## src/core/det_pkg.sv

```systemverilog
// Shared constants and types of the detector call conditioning block.
// Assumes a 100 MHz system clock and 32-bit classic Wishbone registers.
package det_pkg;

    // ====
    // Clock and time base
    localparam int CLK_NS       = 10;
    localparam int TICK_MS      = 100;
    localparam int TICK_CYC     = TICK_MS * 1_000_000 / CLK_NS;
    localparam int FRAME_RATE   = 30;
    localparam int FRAME_CYC    = 1_000_000_000 / (CLK_NS * FRAME_RATE);
    localparam int REFRESH_MS   = 1000;
    localparam int REFRESH_CYC  = REFRESH_MS * 1_000_000 / CLK_NS;
    localparam int LATENCY_MS   = 112;
    localparam int LATENCY_CYC  = LATENCY_MS * 1_000_000 / CLK_NS;
    localparam logic [7:0] PULSE_TICKS = 8'h02;

    // ====
    // Register map (byte addresses)
    localparam logic [7:0] CTRL_OFS = 8'h00;
    localparam logic [7:0] STAT_OFS = 8'h04;
    localparam logic [7:0] CFG_BASE = 8'h10;

    localparam int CTRL_EN_BIT    = 0;
    localparam int CTRL_GDIS_BIT  = 1;
    localparam logic [31:0] CTRL_RST  = 32'h0000_0001;
    localparam logic [31:0] CTRL_MASK = 32'h0000_0003;

    localparam int CFG_MODE_LSB = 0;
    localparam int CFG_FUNC_LSB = 4;
    localparam int CFG_DLY_LSB  = 8;
    localparam int CFG_EXT_LSB  = 16;
    localparam int CFG_ZONE_LSB = 24;
    localparam logic [31:0] CFG_MASK  = 32'h07FF_FF37;
    localparam logic [31:0] CFG_RST   = 32'h0000_0000;

    // ====
    // Modes
    typedef enum logic [2:0] {TM_OFF, TM_FULL_DLY, TM_NORM_DLY, TM_EXTEND, TM_DLY_EXT}
        timing_mode_t;
    typedef enum logic [1:0] {ZF_PRES, ZF_DIR_PRES, ZF_PULSE, ZF_DIR_PULSE} zone_func_t;

endpackage : det_pkg

```

## src/core/call_chan.sv

```systemverilog
// One detection output: zone function then delay/extend timing.
// Assumes tick_i is a one-cycle pulse and inputs share clk_i.
`timescale 1ns/1ns
module call_chan #(
    parameter int CNT_W = 8
) (
    input  wire logic                  clk_i,
    input  wire logic                  rst_i,
    input  wire logic                  ce_i,
    input  wire logic                  tick_i,
    input  wire logic                  occ_i,
    input  wire logic                  dir_ok_i,
    input  wire logic                  green_i,
    input  wire logic                  gate_dis_i,
    input  wire logic                  fail_i,
    input  wire det_pkg::timing_mode_t mode_i,
    input  wire det_pkg::zone_func_t   func_i,
    input  wire logic [CNT_W-1:0]      delay_i,
    input  wire logic [CNT_W-1:0]      extend_i,
    output logic                       call_o
);
    import det_pkg::*;

    typedef enum logic [1:0] {ST_IDLE, ST_DELAY, ST_CALL, ST_EXTEND} chan_state_t;

    chan_state_t      state_ff;
    chan_state_t      nxt_state;
    logic [CNT_W-1:0] cnt_ff;
    logic [CNT_W-1:0] nxt_cnt;
    logic [CNT_W-1:0] pulse_ff;
    logic             qual_ff;
    logic             call_ff;

    // ====
    // Zone function
    // four zone functions
    wire dir_sel   = (func_i == ZF_DIR_PRES) || (func_i == ZF_DIR_PULSE);
    wire pulse_sel = (func_i == ZF_PULSE) || (func_i == ZF_DIR_PULSE);
    wire qual      = occ_i && (!dir_sel || dir_ok_i);
    wire entry     = qual && !qual_ff;
    wire det       = pulse_sel ? (pulse_ff != '0) : qual;

    // ====
    // Timing selection
    // full-time delay runs always
    wire use_dly = (mode_i == TM_FULL_DLY) || (mode_i == TM_NORM_DLY) || (mode_i == TM_DLY_EXT);
    wire use_ext = (mode_i == TM_EXTEND) || (mode_i == TM_DLY_EXT);
    wire hold    = (mode_i == TM_NORM_DLY) && green_i && !gate_dis_i;

    always_comb
    begin
        nxt_state = state_ff;
        nxt_cnt   = cnt_ff;
        case (state_ff)
            ST_IDLE:
            begin
                // a new call waits out delay only in the delay modes
                if (det && use_dly)
                begin
                    nxt_state = ST_DELAY;
                    nxt_cnt   = delay_i;
                end
                else if (det)
                    nxt_state = ST_CALL;
            end
            ST_DELAY:
            begin
                if (!det)
                    nxt_state = ST_IDLE;
                else if (cnt_ff == '0)
                    nxt_state = ST_CALL;
                else if (tick_i && !hold)
                    nxt_cnt = cnt_ff - 1'b1;
            end
            ST_CALL:
            begin
                if (!det && use_ext)
                begin
                    nxt_state = ST_EXTEND;
                    nxt_cnt   = extend_i;
                end
                else if (!det)
                    nxt_state = ST_IDLE;
            end
            ST_EXTEND:
            begin
                if (det)
                    nxt_state = ST_CALL;
                else if (cnt_ff == '0)
                    nxt_state = ST_IDLE;
                else if (tick_i)
                    nxt_cnt = cnt_ff - 1'b1;
            end
            default:
                nxt_state = ST_IDLE;
        endcase
    end

    always_ff @(posedge clk_i)
    begin
        if (rst_i)
        begin
            state_ff <= ST_IDLE;
            cnt_ff   <= '0;
            pulse_ff <= '0;
            qual_ff  <= 1'b0;
            call_ff  <= 1'b0;
        end
        else if (ce_i)
        begin
            state_ff <= nxt_state;
            cnt_ff   <= nxt_cnt;
            qual_ff  <= qual;
            if (entry)
                pulse_ff <= CNT_W'(PULSE_TICKS);
            else if (tick_i && pulse_ff != '0)
                pulse_ff <= pulse_ff - 1'b1;
            call_ff  <= fail_i || (nxt_state == ST_CALL) || (nxt_state == ST_EXTEND);
        end
    end

    assign call_o = call_ff;

endmodule : call_chan

```

## src/core/detector_call_delay_extend.sv

```systemverilog
// Detector call conditioning: zone occupancy in, controller calls out.
// Assumes occupancy, direction and frame strobes come from clk_i logic;
// phase greens and fail flags are asynchronous pins.
`timescale 1ns/1ns
module detector_call_delay_extend #(
    parameter int NUM_OUT     = 8,
    parameter int NUM_ZONE    = 8,
    parameter int TICK_CYC    = det_pkg::TICK_CYC,
    parameter int FRAME_CYC   = det_pkg::FRAME_CYC,
    parameter int REFRESH_CYC = det_pkg::REFRESH_CYC
) (
    input  wire logic                clk_i,
    input  wire logic                rst_i,
    input  wire logic                ce_i,
    input  wire logic                wb_cyc_i,
    input  wire logic                wb_stb_i,
    input  wire logic                wb_we_i,
    input  wire logic [7:0]          wb_adr_i,
    input  wire logic [3:0]          wb_sel_i,
    input  wire logic [31:0]         wb_dat_i,
    output logic      [31:0]         wb_dat_o,
    output logic                     wb_ack_o,
    input  wire logic                frame_i,
    input  wire logic [NUM_ZONE-1:0] zone_occ_i,
    input  wire logic [NUM_ZONE-1:0] zone_dir_i,
    input  wire logic [NUM_OUT-1:0]  phase_green_i,
    input  wire logic                cam_fail_i,
    input  wire logic                power_fail_i,
    output logic      [NUM_OUT-1:0]  call_o,
    output logic      [NUM_ZONE-1:0] zone_hilite_o,
    output logic                     remote_frame_o
);
    import det_pkg::*;

    localparam int SYNC_W  = NUM_OUT + 2;
    localparam int TICK_W  = $clog2(TICK_CYC + 1);
    localparam int GAP_W   = $clog2(FRAME_CYC + 2);
    localparam int REF_W   = $clog2(REFRESH_CYC + 1);
    localparam int ZSEL_W  = $clog2(NUM_ZONE);

    // ====
    // Pin synchronisers
    logic [SYNC_W-1:0] meta_ff;
    logic [SYNC_W-1:0] sync_ff;

    always_ff @(posedge clk_i)
    begin
        if (rst_i)
        begin
            meta_ff <= '0;
            sync_ff <= '0;
        end
        else if (ce_i)
        begin
            meta_ff <= {power_fail_i, cam_fail_i, phase_green_i};
            sync_ff <= meta_ff;
        end
    end

    wire [NUM_OUT-1:0] green_s    = sync_ff[NUM_OUT-1:0];
    wire               cam_fail_s = sync_ff[NUM_OUT];
    wire               pwr_fail_s = sync_ff[NUM_OUT+1];

    // ====
    // Register bus decode
    logic [31:0] ctrl_ff;
    logic [31:0] cfg_ff [NUM_OUT];
    logic        ack_ff;
    logic [31:0] dat_ff;

    wire         access   = wb_cyc_i && wb_stb_i && !ack_ff;
    wire         wr       = access && wb_we_i;
    wire         hit_ctrl = (wb_adr_i == CTRL_OFS);
    wire         hit_stat = (wb_adr_i == STAT_OFS);
    wire [7:0]   cfg_off  = wb_adr_i - CFG_BASE;
    wire [5:0]   cfg_idx  = cfg_off[7:2];
    wire         hit_cfg  = (wb_adr_i >= CFG_BASE) && (wb_adr_i[1:0] == 2'b00)
                            && (int'(cfg_idx) < NUM_OUT);
    wire [31:0]  lane_msk = {{8{wb_sel_i[3]}}, {8{wb_sel_i[2]}},
                             {8{wb_sel_i[1]}}, {8{wb_sel_i[0]}}};

    function automatic logic [31:0] merge(input logic [31:0] old_v,
                                          input logic [31:0] new_v,
                                          input logic [31:0] lanes,
                                          input logic [31:0] keep);
        merge = ((old_v & ~lanes) | (new_v & lanes)) & keep;
    endfunction : merge

    // ====
    // Control register
    wire enable   = ctrl_ff[CTRL_EN_BIT];
    wire gate_dis = ctrl_ff[CTRL_GDIS_BIT];

    always_ff @(posedge clk_i)
    begin
        if (rst_i)
            ctrl_ff <= CTRL_RST;
        else if (ce_i && wr && hit_ctrl)
            ctrl_ff <= merge(ctrl_ff, wb_dat_i, lane_msk, CTRL_MASK);
    end

    // ====
    // Per-output configuration
    genvar g;
    generate
        for (g = 0; g < NUM_OUT; g++)
        begin : g_cfg
            always_ff @(posedge clk_i)
            begin
                if (rst_i)
                    cfg_ff[g] <= CFG_RST | (32'(g % NUM_ZONE) << CFG_ZONE_LSB);
                else if (ce_i && wr && hit_cfg && int'(cfg_idx) == g)
                    cfg_ff[g] <= merge(cfg_ff[g], wb_dat_i, lane_msk, CFG_MASK);
            end
        end
    endgenerate

    // ====
    // Time base
    logic [TICK_W-1:0] tick_cnt_ff;
    logic              tick_ff;

    always_ff @(posedge clk_i)
    begin
        if (rst_i)
        begin
            tick_cnt_ff <= '0;
            tick_ff     <= 1'b0;
        end
        else if (ce_i)
        begin
            tick_ff <= (tick_cnt_ff == TICK_W'(TICK_CYC - 1));
            if (tick_cnt_ff == TICK_W'(TICK_CYC - 1))
                tick_cnt_ff <= '0;
            else
                tick_cnt_ff <= tick_cnt_ff + 1'b1;
        end
    end

    // ====
    // Frame capture and frame-rate watchdog
    logic [NUM_ZONE-1:0] occ_ff;
    logic [NUM_ZONE-1:0] dir_ff;
    logic [GAP_W-1:0]    gap_ff;
    logic                frame_lost_ff;

    // A late frame is treated like a camera fault, so calls fail safe.
    always_ff @(posedge clk_i)
    begin
        if (rst_i)
        begin
            occ_ff        <= '0;
            dir_ff        <= '0;
            gap_ff        <= '0;
            frame_lost_ff <= 1'b0;
        end
        else if (ce_i)
        begin
            if (frame_i)
            begin
                occ_ff        <= zone_occ_i;
                dir_ff        <= zone_dir_i;
                gap_ff        <= '0;
                frame_lost_ff <= 1'b0;
            end
            else if (gap_ff == GAP_W'(FRAME_CYC))
                frame_lost_ff <= 1'b1;
            else
                gap_ff <= gap_ff + 1'b1;
        end
    end

    // ====
    // Monitor outputs
    logic [NUM_ZONE-1:0] hilite_ff;
    logic [REF_W-1:0]    ref_cnt_ff;
    logic                ref_ff;

    always_ff @(posedge clk_i)
    begin
        if (rst_i)
        begin
            hilite_ff  <= '0;
            ref_cnt_ff <= '0;
            ref_ff     <= 1'b0;
        end
        else if (ce_i)
        begin
            hilite_ff <= occ_ff;
            ref_ff    <= (ref_cnt_ff == REF_W'(REFRESH_CYC - 1));
            if (ref_cnt_ff == REF_W'(REFRESH_CYC - 1))
                ref_cnt_ff <= '0;
            else
                ref_cnt_ff <= ref_cnt_ff + 1'b1;
        end
    end

    assign zone_hilite_o  = hilite_ff;
    assign remote_frame_o = ref_ff;

    // ====
    // Call channels
    // any failure forces calls
    wire fail_all = cam_fail_s || pwr_fail_s || frame_lost_ff || !enable;

    logic [NUM_OUT-1:0] call_w;

    generate
        for (g = 0; g < NUM_OUT; g++)
        begin : g_chan
            wire [ZSEL_W-1:0] zsel = cfg_ff[g][CFG_ZONE_LSB +: ZSEL_W];

            call_chan #(
                .CNT_W (8)
            ) u_chan (
                .clk_i      (clk_i),
                .rst_i      (rst_i),
                .ce_i       (ce_i),
                .tick_i     (tick_ff),
                .occ_i      (occ_ff[zsel]),
                .dir_ok_i   (dir_ff[zsel]),
                .green_i    (green_s[g]),
                .gate_dis_i (gate_dis),
                .fail_i     (fail_all),
                .mode_i     (timing_mode_t'(cfg_ff[g][CFG_MODE_LSB +: 3])),
                .func_i     (zone_func_t'(cfg_ff[g][CFG_FUNC_LSB +: 2])),
                .delay_i    (cfg_ff[g][CFG_DLY_LSB +: 8]),
                .extend_i   (cfg_ff[g][CFG_EXT_LSB +: 8]),
                .call_o     (call_w[g])
            );
        end
    endgenerate

    assign call_o = call_w;

    // ====
    // Status and read data
    wire [31:0] status = 32'({frame_lost_ff, pwr_fail_s, cam_fail_s, occ_ff, call_w});

    wire [31:0] rd_data = hit_ctrl ? ctrl_ff :
                          hit_stat ? status :
                          hit_cfg  ? cfg_ff[cfg_idx[$clog2(NUM_OUT)-1:0]] :
                          32'h0000_0000;

    // Unmapped addresses still ack: reads give zero, writes are dropped.
    always_ff @(posedge clk_i)
    begin
        if (rst_i)
        begin
            ack_ff <= 1'b0;
            dat_ff <= '0;
        end
        else if (ce_i)
        begin
            ack_ff <= access;
            if (access && !wb_we_i)
                dat_ff <= rd_data;
        end
    end

    assign wb_ack_o = ack_ff;
    assign wb_dat_o = dat_ff;

endmodule : detector_call_delay_extend

```

## config.mk

```make
export PLATFORM = sky130hd
export DESIGN_NAME = detector_call_delay_extend
export DESIGN_NICKNAME = d
export VERILOG_FILES = /design/src/core/det_pkg.sv /design/src/core/call_chan.sv /design/src/core/detector_call_delay_extend.sv
export SDC_FILE = /design/constraint.sdc
export NUM_CORES = 1
export LEC_CHECK = 0
export BUFFER_PORTS_ARGS = -buffer_cell sky130_fd_sc_hd__buf_4
export CAP_MARGIN = 15
export CORE_AREA = 4 4 285 287
export CTS_BUF_LIST = sky130_fd_sc_hd__clkbuf_8
export DETAILED_ROUTE_END_ITERATION = 8
export DIE_AREA = 0 0 289 291
export SYNTH_ARGS = -nofsm -noshare
export SYNTH_HDL_FRONTEND = slang
export SYNTH_SLANG_ARGS = --single-unit
```

## constraint.sdc

```tcl
create_clock -name clk_i -period 9.2 [get_ports clk_i]
set_input_delay 0.46 -clock clk_i [delete_from_list [all_inputs] [get_ports clk_i]]
set_output_delay 0.46 -clock clk_i [all_outputs]
set_load 0.02 [all_outputs]
```

==> summary.md <==
| Metric | Value |
|---|---|
| Netlist Area Pre-Place | 27,300 um^2 |
| Setup TNS Final | 0 ps |
| Fin crit share | 51.3% |
| Fmax | 212 MHz |
| Top Family by Delay on Critical Path | simple AND/OR/NAND/NOR gates |
| Critical Path RT | 9680 ps |
| CTS Hold Buffers Added | 21 |
| Initial antenna violation count | 4 |
| Critical Path Start Type | input pin |
| Layout area overhead | 13.4% |
| Worst Clk Skew | 47.1 ps |
| Share of cells above drive strength 1 | 12.9% |
| Min Tclk post-route | 4720 ps |
| CTS root buf | clkbuf_8 |
| Die Span Y | 291 um |
| Gpl congestion | 0.873 |
| Die width | 289 um |
| Total GRT Usage | 19.3% |
| Crit Path Max Fanout | 27 |
| Worst-skew pair later-pin latency | 700 ps |
| CP max-delay cell | nand3_1 |
| Pre-antenna DRT Iters | 5 |
| Post-CTS sizing | 0 |
| Rel. slew slack | 25.4% |
| Place WS | 3890 ps |
| Number of H-tree levels | 3 |
| RSZ-0062 raised after global routing | false |
| CTS max path bufs | 3 |
| Synth area leaders | dfxtp_1 (23%), edfxtp_1 (21%), mux4_2 (6.3%) |
| Worst Hold Launch | zone_dir_i[4] |
| Full die area | 84,100 um^2 |
| Drt wl/cell | 20.2 um |
| 1st-iter DRT viols | 2,235 |
| Min setup slack post-route | 4480 ps |
| Synthesis Warnings | 0 |
| Total number of vias | 22,583 |
| Worst stage delay on the critical path | 950 ps |
| Worst hold path class | input pin to flop |
| Max Cap Viol | 0 |
| Largest net degree at the start of global routing | 87 |
| Primary FF master, synth | dfxtp_1 |
| Power Dens Cells | 163 nW/um^2 |
| I/O pins | 127 |
| VDD IR max | 0.0918 mV |
| Final setup violation count | 0 |
| Detail Route Antenna Nets | 0 |
| FP Rows | 103 |
| Clk slew on worst S/H paths | 60 ps |
| CTS tree | built |
| Status | finished, final reports clean |
| Yosys cell types | 88 |
| Syn avg cell area | 9.26 um^2 |
| Critical path cell sequence | buf_4, clkinv_1, ha_1, nor2_1, a31oi_1, nor2_1, nand4_1, nor2_1, nand3_1, a21oi_1 |
| Worst-Margin Slew | 1120 ps |
| Worst setup EP type | flop |
| Fillers | 7,897 |
| Leakage | 0.0109 uW |
| Worst r2r src | wb_ack_o$_SDFFE_PP0P_ |
| Final wirelength | 83.7 mm |
| Critical path type | input pin to flop |
| Post-synth EDFFs | 192 |
| TritonCTS Buffers | 90 |
| Pins Over Slew Limit | 0 |
| Final global-route overflow total | 0 |
| # DRC | 0 |
| Crit. Startpoint | wb_adr_i[4] |
| Sum of buffers and inverters on the critical path | 2 |
| Yosys top cell area share | 22.8% |
| Data arrival time of the critical path | 5200 ps |
| Register area share after synthesis | 43.9% |
| Initial Util | 34.7% |
| Post-CTS Setup Bufs | 0 |
| Number of global-route vias before repair | 20,950 |
| Hpwl dp | 57.5 mm |
| Vias per cell | 5.46 |
| Post-Synthesis Cells | 2,945 |
| Most used cell, CP | nor2_1 |
| Core Box Area | 78,600 um^2 |
| Number of port buffers | 113 |
| Final-stage net count | 3,109 |
| Final Hold Fails | 0 |
| Yosys top cell by area | dfxtp_1 |
| First-pass GRT wire length | 128 mm |
| Clock Sinks | 502 |
| Post-synthesis register bit count | 502 |
| Post-synth ARST share | 0% |
report_power, final:
part           switching, uW  internal, uW
logic                    276           179
clock network           1010          1140
registers               80.9          2360
total                   1360          3670
cell type report:
cell class,instances,area [um^2],area share (%)
antenna,2,5.00,0.0162
clock buffer,109,1500,4.85
clock inverter,57,322,1.04
inverter,91,342,1.10
multi-input combinational,2165,14200,46.0
sequential,502,12000,38.7
tap,1050,1310,4.25
timing repair buffer,158,1240,4.02
worst paths after layout:
kind / end / slack (ps) / cells past startpoint
worst max-delay path: cfg_ff[7][10]$_SDFFCE_PN0P_ / 4480 / 10
worst min-delay path: dir_ff[4]$_SDFFE_PP0P_ / 60 / 3
worst max register to register: cfg_ff[7][10]$_SDFFCE_PN0P_ / 5800 / 6
worst min register to register: g_chan[7].u_chan.cnt_ff[6]$_SDFFE_PP0P_ / 460 / 2
metal layers:
| metal | part of all wire (%) | global-route usage (%) | up-vias |
|---|---|---|---|
| li1 | - | - | 10764 |
| met1 | 45 | 27.4 | 10877 |
| met2 | 44 | 29.2 | 823 |
| met3 | 7.8 | 3.78 | 117 |
| met4 | 3.4 | 7.16 | 2 |
| met5 | 0.016 | 0 | - |
cells in the mapped netlist, types with 17 or more instances:
library cell / instances
clkbuf_1: 145
edfxtp_1: 192
ha_1: 24
inv_1: 88
mux2i_1: 100
xor2_1: 65
mux4_2: 76
nor3_1: 61
and3_1: 20
nand3b_1: 20
nor4_1: 21
a221oi_1: 22
nand4_1: 34
dfxtp_1: 310
buf_1: 21
mux2_2: 17
a21oi_1: 308
nand2b_1: 197
or3_1: 38
a31oi_1: 24
a211oi_1: 45
xnor2_1: 56
nand2_1: 272
nor2b_1: 44
o21ai_0: 77
nor2_1: 343
nand3_1: 63
logic make-up (layout without fill, tap and decap cells):
logic type                 Yosys count  count (layout)  synth area share (%)
DFF                                502             502                  43.9
and+or+nand+nor                   1191            1191                  21.6
xor gates and xnor gates           121             121                  3.89
muxes                              195             195                  10.8
AOI/OAI and AO/OA                  629             629                  14.5
adders and majority gates           24              24                  1.10
buffers and inverters              282             415                  4.16
other                                1               7                0.0138
layout by cell type (no fill, tap or decap), types with 71 or more instances in the layout:
cell type,count
inv_1,122
a21oi_1,308
o21ai_0,71
clkbuf_8,109
nor2_1,343
mux2i_1,100
edfxtp_1,192
nand2b_1,197
dfxtp_1,310
buf_4,136
nand2_1,272
mux4_2,76
registers in the layout, summed over array words and instances (netlist names), 10 cells and up, named ones only:
register	cells
tick_cnt_ff	24
g_chan.u_chan.cnt_ff	64
ref_cnt_ff	27
meta_ff	10
g_chan.u_chan.state_ff	16
gap_ff	22
cfg_ff	192
wb_dat_o	27
g_chan.u_chan.pulse_ff	64
sync_ff	10
tightest hold or removal path: cells and delay by family:
kind	cells	cell delay, ps
buffers and inverters	1	80
AO/OA/AOI/OAI	1	120
AND/OR/NAND/NOR	1	60
through the flow:
stage | hold slack (ps) | area [um^2] | std cells | utilization (%) | total power, uW
after floorplan | 434 | 27300 | 2949 | - | 2760
after detailed placement | 455 | 28900 | 3945 | 36.7 | 2930
final | 55.3 | 30900 | 4134 | 39.3 | 5040
after global placement | 450 | 28900 | 3945 | 36.7 | 2930
after global routing | 40.6 | 30900 | 4133 | 39.3 | 5230
after CTS | 1.13 | 30900 | 4132 | 39.3 | 5080
Note: power is estimated with default switching activity, not from simulation.
